--- src/shared/aic_pkg.sv ---
/*
 Constants for the converter interface and configuration registers.
 Assumes a register port driven by the serial interface decoder.
*/
package aic_pkg;
    localparam int          REG_AW              = 8;
    localparam int          REG_DW              = 16;
    localparam logic [7:0]  SER_IF_CTRL_ADDR    = 8'h02;
    localparam logic [7:0]  CONV_CFG_ADDR       = 8'h03;
    localparam logic [15:0] SER_IF_CTRL_RESET   = 16'h0000;
    localparam logic [15:0] CONV_CFG_RESET      = 16'h1340;
    localparam logic [15:0] SER_IF_CTRL_MASK    = 16'h004d;
    localparam logic [15:0] CONV_CFG_MASK       = 16'h1f7f;
    localparam int          SHORT_WORD_BIT      = 0;
    localparam int          CHK_LSB             = 2;
    localparam int          STATUS_APPEND_BIT   = 6;
    localparam int          CHAN_EN_LSB         = 0;
    localparam int          INPUT_BUF_LSB       = 8;
    localparam int          REF_BUF_LSB         = 10;
    localparam int          OUTPUT_CODING_BIT   = 12;
    localparam int          RESULT_W            = 24;
    localparam int          SHORT_W             = 16;
    localparam int          STATUS_W            = 8;
    localparam int          READ_W              = 32;
    localparam logic [3:0]  CHAN_DEFAULT        = 4'h1;
    typedef enum logic [1:0] {
        AIC_CHK_OFF     = 2'h0,
        AIC_CHK_XOR_RD  = 2'h1,
        AIC_CHK_CRC_ALL = 2'h2,
        AIC_CHK_RSVD    = 2'h3
    } aic_chk_e;
endpackage

--- src/hdl/aic_regs.sv ---
/*
 Interface control and converter configuration register bank.
 Assumes i_wr/i_rd are same-clock strobes from the serial decoder and the
 converter core presents results with a one-cycle done pulse.
*/
`timescale 1ns/1ps
// What this block does
// - The checksum field selects off, XOR-read/CRC-write, CRC both, reserved.
// - An active checksum adds one byte to every serial register transfer.
// - With status append set, a result read is followed by the status byte.
// - The appended status belongs to the same result as the data.
// - Results are 24 bits, or rounded to 16 with the short word length bit.
// - Writes never restart the converter; a new word length applies to next result, status append at once.
// - Output coding bit picks unipolar 0 or bipolar 1 and resets to 1.
// - Reference buffer field picks none, negative, positive or both.
// - Reset values are 0x0000 and 0x1340.
// - Result reads are 24 bits (16 short), or 32 (24 short) with status appended.
// - All channel enables clear means high voltage channel 0 is enabled.
module aic_regs (
    input  wire logic                 i_clock,
    input  wire logic                 i_arst_n,
    input  wire logic                 i_wr,
    input  wire logic                 i_rd,
    input  wire logic [7:0]           i_addr,
    input  wire logic [15:0]          i_wdata,
    input  wire logic                 i_conv_done,
    input  wire logic [23:0]          i_conv_data,
    input  wire logic [7:0]           i_conv_status,
    input  wire logic                 i_result_rd,
    output logic      [15:0]          o_rdata,
    output logic      [31:0]          o_result,
    output logic      [5:0]           o_result_len,
    output logic      [1:0]           o_chk_mode,
    output logic                      o_chk_extra_byte,
    output logic                      o_bipolar,
    output logic      [1:0]           o_ref_buf,
    output logic      [1:0]           o_in_buf,
    output logic      [3:0]           o_chan_en
);
    logic [15:0] ifc_r;
    logic [15:0] cfg_r;
    logic [15:0] ifc_nxt;
    logic [15:0] cfg_nxt;
    logic [15:0] rdata_nxt;
    logic [23:0] data_r;
    logic [23:0] data_nxt;
    logic [7:0]  stat_r;
    logic        short_r;
    logic        capture;
    logic        ifc_wr;
    logic        cfg_wr;
    logic [1:0]  chk_field;
    logic [3:0]  chan_field;

    // Address match, shared by write and read decode
    function automatic logic addr_is(
        input logic [7:0] a,
        input logic [7:0] target
    );
        addr_is = (a == target);
    endfunction

    // Round half up; saturate so full scale never wraps to zero
    function automatic logic [23:0] round16(input logic [23:0] v);
        logic [16:0] s;
        s = {1'b0, v[23:8]} + {16'h0000, v[7]};
        if (s[16])
            round16 = 24'hffff00;
        else
            round16 = {s[15:0], 8'h00};
    endfunction

    // Codes 01 and 10 add a byte; reserved 11 is treated as off
    function automatic logic chk_adds_byte(input logic [1:0] m);
        chk_adds_byte = (m == aic_pkg::AIC_CHK_XOR_RD) ||
                        (m == aic_pkg::AIC_CHK_CRC_ALL);
    endfunction

    // Bit count of one result read
    function automatic logic [5:0] result_bits(
        input logic is_short,
        input logic with_stat
    );
        logic [5:0] n;
        n = is_short ? 6'(aic_pkg::SHORT_W) : 6'(aic_pkg::RESULT_W);
        if (with_stat)
            n = n + 6'(aic_pkg::STATUS_W);
        result_bits = n;
    endfunction

    always_comb begin
        ifc_nxt = i_wdata & aic_pkg::SER_IF_CTRL_MASK;
        cfg_nxt = i_wdata & aic_pkg::CONV_CFG_MASK;
    end

    always_comb begin
        ifc_wr = i_wr && addr_is(i_addr, aic_pkg::SER_IF_CTRL_ADDR);
        cfg_wr = i_wr && addr_is(i_addr, aic_pkg::CONV_CFG_ADDR);
    end

    always_comb begin
        if (addr_is(i_addr, aic_pkg::SER_IF_CTRL_ADDR))
            rdata_nxt = ifc_r;
        else if (addr_is(i_addr, aic_pkg::CONV_CFG_ADDR))
            rdata_nxt = cfg_r;
        else
            rdata_nxt = 16'h0000;
    end

    // A result under read is never overwritten; the new one is lost
    always_comb begin
        capture = i_conv_done && !i_result_rd;
        if (ifc_r[aic_pkg::SHORT_WORD_BIT])
            data_nxt = round16(i_conv_data);
        else
            data_nxt = i_conv_data;
    end

    always_comb begin
        chk_field  = ifc_r[aic_pkg::CHK_LSB +: 2];
        chan_field = cfg_r[aic_pkg::CHAN_EN_LSB +: 4];
    end

    // No converter restart path exists
    always_ff @(posedge i_clock or negedge i_arst_n) begin
        if (!i_arst_n)
            ifc_r <= aic_pkg::SER_IF_CTRL_RESET;
        else if (ifc_wr)
            ifc_r <= ifc_nxt;
    end

    always_ff @(posedge i_clock or negedge i_arst_n) begin
        if (!i_arst_n)
            cfg_r <= aic_pkg::CONV_CFG_RESET;
        else if (cfg_wr)
            cfg_r <= cfg_nxt;
    end

    always_ff @(posedge i_clock or negedge i_arst_n) begin
        if (!i_arst_n)
            o_rdata <= 16'h0000;
        else if (i_rd)
            o_rdata <= rdata_nxt;
    end

    // Data and status captured together so channel bits match
    always_ff @(posedge i_clock or negedge i_arst_n) begin
        if (!i_arst_n) begin
            data_r  <= 24'h000000;
            stat_r  <= 8'h00;
            short_r <= 1'b0;
        end else if (capture) begin
            short_r <= ifc_r[aic_pkg::SHORT_WORD_BIT];
            stat_r  <= i_conv_status;
            data_r  <= data_nxt;
        end
    end

    // Left-justified: data then status byte; append flag read live
    always_ff @(posedge i_clock or negedge i_arst_n) begin
        if (!i_arst_n)
            o_result <= 32'h00000000;
        else if (ifc_r[aic_pkg::STATUS_APPEND_BIT]) begin
            if (short_r)
                o_result <= {data_r[23:8], stat_r, 8'h00};
            else
                o_result <= {data_r, stat_r};
        end else
            o_result <= {data_r, 8'h00};
    end

    always_ff @(posedge i_clock or negedge i_arst_n) begin
        if (!i_arst_n)
            o_result_len <= 6'h00;
        else
            o_result_len <= result_bits(short_r,
                ifc_r[aic_pkg::STATUS_APPEND_BIT]);
    end

    always_ff @(posedge i_clock or negedge i_arst_n) begin
        if (!i_arst_n)
            o_chk_mode <= aic_pkg::SER_IF_CTRL_RESET[aic_pkg::CHK_LSB +: 2];
        else
            o_chk_mode <= chk_field;
    end

    always_ff @(posedge i_clock or negedge i_arst_n) begin
        if (!i_arst_n)
            o_chk_extra_byte <= 1'b0;
        else
            o_chk_extra_byte <= chk_adds_byte(chk_field);
    end

    always_ff @(posedge i_clock or negedge i_arst_n) begin
        if (!i_arst_n)
            o_bipolar <= aic_pkg::CONV_CFG_RESET[aic_pkg::OUTPUT_CODING_BIT];
        else
            o_bipolar <= cfg_r[aic_pkg::OUTPUT_CODING_BIT];
    end

    always_ff @(posedge i_clock or negedge i_arst_n) begin
        if (!i_arst_n)
            o_ref_buf <= aic_pkg::CONV_CFG_RESET[aic_pkg::REF_BUF_LSB +: 2];
        else
            o_ref_buf <= cfg_r[aic_pkg::REF_BUF_LSB +: 2];
    end

    always_ff @(posedge i_clock or negedge i_arst_n) begin
        if (!i_arst_n)
            o_in_buf <= aic_pkg::CONV_CFG_RESET[aic_pkg::INPUT_BUF_LSB +: 2];
        else
            o_in_buf <= cfg_r[aic_pkg::INPUT_BUF_LSB +: 2];
    end

    always_ff @(posedge i_clock or negedge i_arst_n) begin
        if (!i_arst_n)
            o_chan_en <= aic_pkg::CHAN_DEFAULT;
        else if (chan_field == 4'h0)
            o_chan_en <= aic_pkg::CHAN_DEFAULT;
        else
            o_chan_en <= chan_field;
    end
endmodule

--- config.mk ---
export PLATFORM = sky130hd
export DESIGN_NAME = aic_regs
export DESIGN_NICKNAME = d
export VERILOG_FILES = /design/src/shared/aic_pkg.sv /design/src/hdl/aic_regs.sv
export SDC_FILE = /design/constraint.sdc
export NUM_CORES = 1
export LEC_CHECK = 0
export BUFFER_PORTS_ARGS = -buffer_cell sky130_fd_sc_hd__buf_2
export CAP_MARGIN = 20
export CORE_MARGIN = 2
export CORE_UTILIZATION = 44
export DETAILED_ROUTE_END_ITERATION = 8
export PLACE_DENSITY = 0.7
export SYNTH_ARGS = -nofsm -noshare
export SYNTH_HDL_FRONTEND = slang
export SYNTH_SLANG_ARGS = --single-unit
export TNS_END_PERCENT = 30
--- constraint.sdc ---
create_clock -name i_clock -period 3.7 [get_ports i_clock]
set_input_delay 0.185 -clock i_clock [delete_from_list [all_inputs] [get_ports i_clock]]
set_output_delay 0.185 -clock i_clock [all_outputs]
set_load 0.005 [all_outputs]
== Yosys cells after proc, flatten, opt, wreduce, memory -nomap -nowiden ==
Cells that the tools add are included.
Word-level totals
  register bits: 115
  input bits: 62
  output and inout port bits: 66
  word-level logic and storage cells: 35
Operators by class
  add/subtract/negate cells: 2
  equal/unequal tests: 4
  muxes and demuxes: 9
  reductions and logical operators: 6
Operators by type and width (count)
  16-bit two-way mux: 3
  24-bit two-way mux: 2
  16-bit by 1-bit adder with 17-bit output: 1
  8-bit by 2-bit equality test with 1-bit output (second input constant): 2
  13-bit two-way mux: 1
  4-bit two-way mux: 2
  5-bit by 4-bit adder with 6-bit output (second input constant): 1
  6-bit two-way mux: 1
  4-bit logical NOT: 1
  1-bit logical AND: 3
  2-bit by 1-bit equality test with 1-bit output (second input constant): 1
  2-bit equality test (second input constant): 1
  1-bit logical NOT: 1
  1-bit logical OR: 1

== Logic depth before layout (Yosys ltp) ==
Gate-level depths: netlist of run 1.
  word-level depth: 3
  gate-level depth with buffers: 6
  gate-level depth less buffers: 5

== Worst setup path after synthesis of run 1 ==
OpenSTA, ideal clock, no wires.
  kind: input -> register
  start point: input port i_addr[3]
  end point: register ifc_r[0]
  arrival time: 1.540 ns
  data required time: 3.575 ns
  setup slack: 2.035 ns
  stages on the path: 4
  cell sequence: or4b_1 -> nor4_2 -> and3b_1 -> mux2_2
Between the ends
  cells in the longest elaborated chain, start to end: 2
Ends and longest elaborated chain
  from (decl): line aic_regs.sv:24  | input wire logic [7:0] i_addr,
  8-bit by 2-bit equality test with 1-bit output: line aic_regs.sv:60  | addr_is = (a == target);
  1-bit logical AND: line aic_regs.sv:97  | ifc_wr = i_wr && addr_is(i_addr, aic_pkg::SER_IF_CTRL_ADDR);
  to (signal assigned): line aic_regs.sv:127  | ifc_r <= aic_pkg::SER_IF_CTRL_RESET;
  to (signal assigned): line aic_regs.sv:129  | ifc_r <= ifc_nxt;
  to (decl): line aic_regs.sv:40  | logic [15:0] ifc_r;
Every way passes these cells.
A chain may end at the register's enable or synchronous reset.

== Worst setup path after layout of run 1 ==
  start point: register ifc_r[0]
  end point: register data_r[22]
Between the ends
  cells in the longest elaborated chain, start to end: 1
Ends and longest elaborated chain
  24-bit two-way mux: line aic_regs.sv:113  | if (ifc_r[aic_pkg::SHORT_WORD_BIT])
  to (signal assigned): line aic_regs.sv:155  | data_r <= data_nxt;
  to (decl): line aic_regs.sv:45  | logic [23:0] data_r;
Every way passes these cells.

==> results.json, run 1 <==
{
  "status": "finished clean",
  "peakVddDrop_mv": 0.198,
  "numPortBuffers": 116,
  "ant_nets": 0,
  "ys_warn_count": 0,
  "cts_setup_buffers": 0,
  "most-common-layout-cells": "buf_2, dfrtp_1, nand2_1",
  "crit_chain": "nand3_1 > nor4_1 > mux2i_1 > o21ai_0",
  "p_per_area_mw_per_mm2": 443,
  "fmax_mhz": 466,
  "clock_latency_ps": 360,
  "h-tree-depth": 3,
  "ios": 128,
  "slew_headroom": 0.374,
  "worstSetupStartpointType": "flop",
  "drc": 0,
  "overflow": 0,
  "cts-root-buf": "clkbuf_8",
  "timing.final.crit_share": 0.579,
  "cts_buffer_depth": 2,
  "numCtsBuffers": 9,
  "ys_ff_latch": 108,
  "antenna_found_initial": 0,
  "worst_slew_pin_slew_ps": 939,
  "diodes": 0,
  "nets": 519,
  "path_clk_slew_ps": 100,
  "critPathSlowestCell": "dfrtp_1",
  "synth_cell_types": 38,
  "core_area_mm2": 0.00924,
  "routabilityCongestion": 0.841,
  "wire_per_inst_um": 14.0,
  "worstPathRequired_ps": 3900,
  "dp_hpwl_um": 5840,
  "cts.sinks": 108,
  "wirelength_um": 8230,
  "fillers": 817,
  "fp.dieArea_mm2": 0.0103,
  "placed_cells": 566,
  "min_path_type": "primary input to flop",
  "path_buf_inv": 0,
  "skew_ps": 14.7,
  "synth_area_per_cell_um2": 12.5,
  "crit_family": "simple AND/OR/NAND/NOR gates",
  "crit_arrival_ps": 2340,
  "rsz0062_at_grt": "no",
  "final_common_cell": "buf_2",
  "cts_resized": 0,
  "fin_cells": 587,
  "die_x_um": 102,
  "netlist_area_mm2": 0.00420,
  "die_h_um": 102,
  "grt_pass1_vias": 2809,
  "cp-end-kind": "flop",
  "viasPerCell": 4.89,
  "p_leak_nw": 2.59,
  "netlist_instances": 336,
  "hold_viol": 0,
  "layout-drive-gt1-share": 0.369,
  "num_vias": 2873,
  "initial_utilization": 0.454,
  "grt_pass1_wl_um": 13300,
  "critPathMaxFanout": 16,
  "min_period_ps": 2140,
  "utilization": 0.553,
  "synth-seq-area-share": 0.646,
  "cap_viol_max_count": 0,
  "tns_ps": 0,
  "area_delta_synth_final_pct": 21.7,
  "slowest_delay_ps": 690,
  "cts_tree": "done",
  "setup-violations-final": 0,
  "rows": 35,
  "track_usage": 0.166,
  "grt_start_max_net_pins": 58,
  "slew_viol_final": 0,
  "path_class": "flop to flop",
  "drt_iter0_drc": 78,
  "dr.pass1.iters": 4
}
## metal layers
| metal | wire (um) | global-route usage |
|---|---|---|
| met2 | 4250 | 0.280 |
| met1 | 3540 | 0.211 |
| met4 | 85 | 0.0582 |
| met3 | 355 | 0.0380 |
| met5 | 0 | 0 |
## tightest hold or removal path, delay by kind of cell
family | cells | cell delay (ps)
buffers and inverters | 1 | 80
and+or+nand+nor | 2 | 90
## cells in the mapped netlist
cell type | instances | area [um^2]
dfrtp_1 | 100 | 2500
nand2_1 | 55 | 206
nor2_1 | 17 | 63.8
clkbuf_1 | 14 | 52.6
mux2_2 | 14 | 158
a31oi_1 | 11 | 68.8
mux2_4 | 10 | 150
a22o_1 | 8 | 70.1
and2_1 | 8 | 50.1
dfstp_2 | 8 | 210
nand3b_1 | 8 | 60.1
xnor2_1 | 8 | 70.1
buf_4 | 7 | 52.6
nand4_1 | 7 | 43.8
o21ai_0 | 7 | 35.0
mux2i_1 | 6 | 60.1
nor4_1 | 6 | 37.5
inv_1 | 5 | 18.8
nor3_1 | 5 | 25.0
ha_1 | 4 | 50.1
o2bb2ai_1 | 4 | 35.0
nand2b_1 | 3 | 18.8
xor2_1 | 3 | 26.3
a21oi_1 | 2 | 10.0
buf_2 | 2 | 10.0
nor2b_1 | 2 | 12.5
a41o_1 | 1 | 10.0
and3_1 | 1 | 6.26
and3_2 | 1 | 7.51
and3b_1 | 1 | 8.76
buf_6 | 1 | 11.3
conb_1 | 1 | 3.75
nand3_1 | 1 | 5.00
nand3_2 | 1 | 10.0
nor4_2 | 1 | 12.5
o31ai_1 | 1 | 7.51
or2_2 | 1 | 6.26
or4b_1 | 1 | 10.0
## cell families after synthesis
logic type	share of synthesized area
XOR/XNOR	0.0230
AND/OR/NAND/NOR	0.139
adder cells (fa/ha/maj)	0.0119
flip-flops	0.646
other	0.000894
AO/OA/AOI/OAI	0.0564
buffers and inverters	0.0346
multiplexers	0.0877
## power by group
part           leakage [nW]  internal [mW]  switching, mW
sequential             1.35           1.28         0.0454
combinational          1.15          0.110          0.121
clock                0.0982          0.337          0.372
## layout make-up
cell class,count,area (um^2),area share
tap,129,161,0.0316
multi-input combinational,205,1360,0.267
inverter,5,18.8,0.00367
timing repair buffer,124,656,0.128
sequential,108,2710,0.531
clock inverter,3,47.5,0.00931
clock buffer,13,149,0.0291
## registers in the layout, summed over array words and instances (netlist names)
signal,cells
stat_r,8
o_chk_extra_byte,1
o_rdata,12
o_chan_en,4
cfg_r,12
short_r,1
o_bipolar,1
o_chk_mode,2
o_result,32
ifc_r,4
o_result_len,3
o_ref_buf,2
data_r,24
o_in_buf,2
## stage by stage
| step | cell area (um^2) | hold slack [ps] | power, mW | setup slack (ps) |
|---|---|---|---|---|
| 2_1_floorplan | 4220 | -111 | 1.45 | 2030 |
| 3_3_place_gp | 4860 | -16.5 | 1.57 | 1610 |
| 3_5_place_dp | 4860 | -14.0 | 1.58 | 1580 |
| 4_1_cts | 5110 | 6.75 | 2.30 | 1560 |
| 5_1_grt | 5110 | 9.62 | 2.38 | 1350 |
| 6_report | 5110 | 23.0 | 2.27 | 1560 |
## path summary, 6_finish.rpt
| kind | slack (ps) | endpoint | cells after the start | start |
|---|---|---|---|---|
| setup reg to reg | 1560 | data_r[22] | 4 | ifc_r[0] |
| hold / removal | 20 | stat_r[2] | 3 | i_conv_status[2] |
| max in group asynchronous | 2680 | o_result[6] | 3 | i_arst_n |
| min in group asynchronous | 150 | o_result[25] | 2 | i_arst_n |
| hold reg to reg | 370 | o_result[30] | 0 | data_r[22] |
| setup / recovery | 1560 | data_r[22] | 4 | ifc_r[0] |
## timing repair
action,CTS,global route
setup endpoints to repair,0,0
hold buffers,5,0
endpoints found under the hold margin,47,0
Note: power is estimated with default switching activity, not from simulation.
==> run 2, diff against run 1 <==
clock period = 2.2 ns   (was 3.7 ns; I/O delays follow)
==> run 2 against run 1 <==
  * Flip-flop and latch count did not move
  * Non-clock buffer count rose by 23
  * Sequential power rose by 68%
  * Via count rose by 3.3%
  * Fmax rose by 24%
  * Clock power rose by 55%
  * Power rose by 66%
  * Final area rose by 4.2%
  * Sequential share of layout area fell by 2.2 points
  * Largest cell class unchanged
  * Register-to-register slack got worse by 1100 ps
  * Largest power group unchanged
  * Worst setup slack got worse by 1100 ps
==> results.json, run 2 (same netlist as run 1, synthesis figures left out) <==
{
  "status": "finished clean",
  "gr-max-usage-layer": "met2",
  "peakVddDrop_mv": 0.369,
  "grt_pass1_wl_um": 13900,
  "p_leak_nw": 2.69,
  "cts.sinks": 108,
  "rows": 35,
  "dr.pass1.iters": 4,
  "core_area_mm2": 0.00924,
  "fillers": 786,
  "p_per_area_mw_per_mm2": 705,
  "routabilityCongestion": 0.823,
  "cts_buffer_depth": 2,
  "numPortBuffers": 116,
  "met3_usage": 0.0276,
  "numCtsBuffers": 9,
  "cts_setup_buffers": 0,
  "slew_viol_final": 0,
  "use_met1": 0.216,
  "r2r-start": "ifc_r[0]",
  "largest_register_ffs": 32,
  "num_vias": 2968,
  "viasPerCell": 4.87,
  "cts_tree": "done",
  "comb_power_share": 0.114,
  "dp_hpwl_um": 6090,
  "worst_slew_pin_slew_ps": 952,
  "fin_cells": 610,
  "area_delta_synth_final_pct": 26.9,
  "place_ws_ps": 368,
  "path_class": "flop to flop",
  "fmax_mhz": 577,
  "clock_power_share": 0.293,
  "wirelength_um": 8800,
  "rsz0062_at_grt": "no",
  "die_h_um": 102,
  "diodes": 0,
  "hold_depth": 2,
  "ios": 128,
  "largest-register": "o_result",
  "track_usage": 0.174,
  "ff2ff_path_depth": 4,
  "worstSetupStartpointType": "flop",
  "layout-drive-gt1-share": 0.362,
  "cts-root-buf": "clkbuf_8",
  "drt_iter0_drc": 126,
  "fp.dieArea_mm2": 0.0103,
  "min_path_type": "primary input to flop",
  "drc": 0,
  "timing.final.crit_share": 0.787,
  "critPathLaunch": "ifc_r[0]",
  "h-tree-depth": 3,
  "reg_top3": "o_result (32), data_r (24)",
  "tns_ps": 0,
  "p_seq_frac": 0.593,
  "min_period_ps": 1730,
  "cts_resized": 0,
  "clock_latency_ps": 360,
  "grt_start_max_net_pins": 52,
  "skew_ps": 13.7,
  "final_common_cell": "buf_2",
  "die_x_um": 102,
  "overflow": 0,
  "p_int_mw": 2.81,
  "cp-end-kind": "flop",
  "slew_headroom": 0.365,
  "worst_slack_ps": 468,
  "most-common-layout-cells": "buf_2, dfrtp_1, nand2_1",
  "path_clk_slew_ps": 100,
  "nets": 542,
  "p_sw_mw": 0.940,
  "hold_viol": 0,
  "worstPathRequired_ps": 2400,
  "placed_cells": 569,
  "utilization": 0.576,
  "worstHoldStart": "i_wdata[3]",
  "antenna_found_initial": 0,
  "wire_per_inst_um": 14.4,
  "sw_frac_of_total": 0.250,
  "crit_arrival_ps": 1940,
  "cap_viol_max_count": 0,
  "grt_use_met2": 0.302,
  "setup-violations-final": 0,
  "ant_nets": 0,
  "initial_utilization": 0.454,
  "critPathMaxFanout": 10,
  "grt_pass1_vias": 2915
}
[run 2: repair_timing]
item,CTS,global route
hold buffers,25,0
setup endpoints to repair,0,0
hold endpoints to repair,55,0
[run 2: path summary, 6_finish.rpt]
kind,to,slack [ps]
min in group asynchronous,o_rdata[11],260
max in group asynchronous,cfg_r[6],1230
worst min register to register,o_result[31],380
worst max register to register,data_r[22],470
worst max-delay path,data_r[22],470
worst min-delay path,cfg_r[3],10
[run 2: layout make-up]
class	instances	area (um^2)	share of cell area
Timing Repair Buffer	147	891	0.167
Multi-Input combinational cell	205	1360	0.256
Clock buffer	11	141	0.0266
Inverter	5	18.8	0.00352
Tap cell	129	161	0.0303
Clock inverter	5	36.3	0.00681
Sequential cell	108	2710	0.509
[run 2: metrics by stage]
step,cell area (um^2),hold WS (ps),total power [mW]
global placement,4900,113,2.65
floorplan,4220,-186,2.43
CTS,5330,2.52,3.80
global route,5330,2.64,3.95
finish,5330,15.0,3.75
detailed placement,4900,126,2.67
[run 2: metal layers]
metal / share of wire / wire, um / vias up
li1: - / - / 1415
met3: 0.036 / 320 / 16
met5: 0 / 0 / -
met4: 0.021 / 189 / 0
met1: 0.43 / 3750 / 1455
met2: 0.52 / 4540 / 82
[run 2: power by group through the flow]
stage	Clock, mW	Sequential (mW)	Combinational, mW
3_3_place_gp	0	2.26	0.387
2_1_floorplan	0	2.26	0.172
5_1_grt	1.22	2.25	0.484
6_report	1.10	2.23	0.428
3_5_place_dp	0	2.27	0.399
4_1_cts	1.14	2.23	0.434
[run 2: worst max-delay path, cell delays in order (launching register included)]
cell and delay, ps:
dfrtp_1 400, nand3_1 290, nor4_1 570, mux2i_1 230
o21ai_0 90
==> run 3, diff against run 2 <==
clock period = 1.6 ns   (was 2.2 ns; I/O delays follow)
==> run 3 against run 2 <==
  * Cell count grew 2.1%
  * Clock-buffer cell count decreased by 1
  * Hold slack gained 5.4 ps
  * Non-clock buffer count up 12
  * Worst setup slack worse by 320 ps
  * Die area stayed put
  * Clock skew fell by 1.6 ps
  * Final area rose by 3.2%
  * Sequential power grew 37%
  * Sequential share of layout area is 1.6 points lower
  * Register-to-register slack lost 320 ps
  * Flip-flop and latch count did not move
  * Largest power group unchanged
==> results.json, run 3 (same netlist as run 1, synthesis figures left out) <==
{
  "tns_ps": 0,
  "area_delta_synth_final_pct": 31.0,
  "setup-violations-final": 0,
  "peakVddDrop_mv": 0.523,
  "drc": 0,
  "reg_top3": "o_result (32), data_r (24)",
  "dr.pass1.iters": 4,
  "cp-end-kind": "flop",
  "p_per_area_mw_per_mm2": 974,
  "p_seq_frac": 0.572,
  "num_vias": 3005,
  "cts.sinks": 108,
  "die_x_um": 102,
  "rsz0062_at_grt": "no",
  "fmax_mhz": 687,
  "layout-drive-gt1-share": 0.379,
  "cts_buffer_depth": 2,
  "dp_hpwl_um": 6190,
  "crit_arrival_ps": 1700,
  "hold_depth": 3,
  "worstPathRequired_ps": 1840,
  "r2r_slack_ps": 150,
  "placed_cell_area_mm2": 0.00498,
  "grt_pass1_wl_um": 14200,
  "hold_path_end": "data_r[23]",
  "fin_hold_ws_ps": 20.4,
  "diodes": 0,
  "status": "finished clean",
  "viasPerCell": 4.82,
  "largest_register_ffs": 32,
  "nets": 555,
  "cts_tree": "done",
  "p_int_mw": 4.05,
  "ant_nets": 0,
  "finalPower_mw": 5.36,
  "wire_per_inst_um": 14.2,
  "timing.final.crit_share": 0.910,
  "grt_start_max_net_pins": 49,
  "p_leak_nw": 2.77,
  "most-common-layout-cells": "buf_2, dfrtp_1, nand2_1",
  "worstHoldStart": "i_conv_data[23]",
  "worstSetupStartpointType": "primary input",
  "drt_iter0_drc": 73,
  "wirelength_um": 8880,
  "sw_frac_of_total": 0.244,
  "final_common_cell": "buf_2",
  "overflow": 0,
  "clock_power_share": 0.313,
  "comb_power_share": 0.115,
  "rows": 35,
  "skew_ps": 12.1,
  "ff2ff_path_depth": 5,
  "core_area_mm2": 0.00924,
  "ios": 128,
  "path_class": "primary input to flop",
  "die_h_um": 102,
  "worst_slack_ps": 144,
  "grt_pass1_vias": 3059,
  "slew_viol_final": 0,
  "r2r-end": "data_r[22]",
  "track_usage": 0.178,
  "min_path_type": "primary input to flop",
  "antenna_found_initial": 0,
  "hold_viol": 0,
  "min_period_ps": 1460,
  "critPathMaxFanout": 4,
  "h-tree-depth": 3,
  "initial_utilization": 0.454,
  "r2r-start": "ifc_r[0]",
  "place_ws_ps": -233,
  "fp.dieArea_mm2": 0.0103,
  "design_area_mm2": 0.00550,
  "numCtsBuffers": 9,
  "path_clk_slew_ps": 100,
  "numPortBuffers": 116,
  "p_sw_mw": 1.31,
  "cts-root-buf": "clkbuf_8",
  "clock_latency_ps": 360,
  "routabilityCongestion": 0.819,
  "largest-register": "o_result",
  "cap_viol_max_count": 0
}
[run 3: changes by cell type in the layout (fill, tap and decap cells not counted), sizes merged]
cell / delta
buf: +8
dlygate4sd3: +4
clkinv: -2
bufinv: +1
clkbuf: -1
clkinvlp: +1
inv: +1
nand2: +1
[run 3: worst max path at each step]
stage | start | end | depth (start not counted)
final | i_addr[3] | ifc_r[3] | 5
after global routing | ifc_r[0] | data_r[13] | 5
after CTS | ifc_r[0] | data_r[16] | 5
after detailed placement | i_addr[3] | ifc_r[3] | 5
after global placement | i_addr[3] | ifc_r[0] | 5
after floorplan | i_addr[3] | ifc_r[0] | 4
[run 3: timing repair]
item,CTS,global route
buffers inserted,0,0
hold endpoints to repair,64,0
endpoints found under the setup margin,0,12
hold buffers,29,0
gates resized for setup,0,4
[run 3: power by group through the flow]
stage	combinational, mW	sequential [mW]	clock, mW
after global placement	0.549	3.11	0
after CTS	0.622	3.06	1.73
after floorplan	0.236	3.11	0
after detailed placement	0.567	3.12	0
final	0.615	3.06	1.68
after global routing	0.695	3.09	1.87
[run 3: area by class of cell]
type                       instances  area (um^2)
fill                             751         3740
multi-input combinational        206         1380
sequential                       108         2710
clock inverter                     6         68.8
clock buffer                      10          138
tap                              129          161
inverter                           5         18.8
timing repair buffer             159         1020
[run 3: routing by layer]
metal,GRT usage,part of all wire,vias up
met3,0.0331,0.038,17
met5,0,0,-
li1,-,-,1431
met1,0.221,0.42,1477
met2,0.302,0.52,80
met4,0.0790,0.021,0
[run 3: through the flow]
| step | util | std cells |
|---|---|---|
| finish | 0.595 | 623 |
| global route | 0.595 | 623 |
| CTS | 0.593 | 622 |
| detailed placement | 0.539 | 577 |
| global placement | 0.539 | 577 |
| floorplan | - | 342 |
[run 3: critical path: stages]
cell and delay, ps:
buf_2 110, or4b_1 530, nor4_2 300, and3b_1 330, mux2_2 360
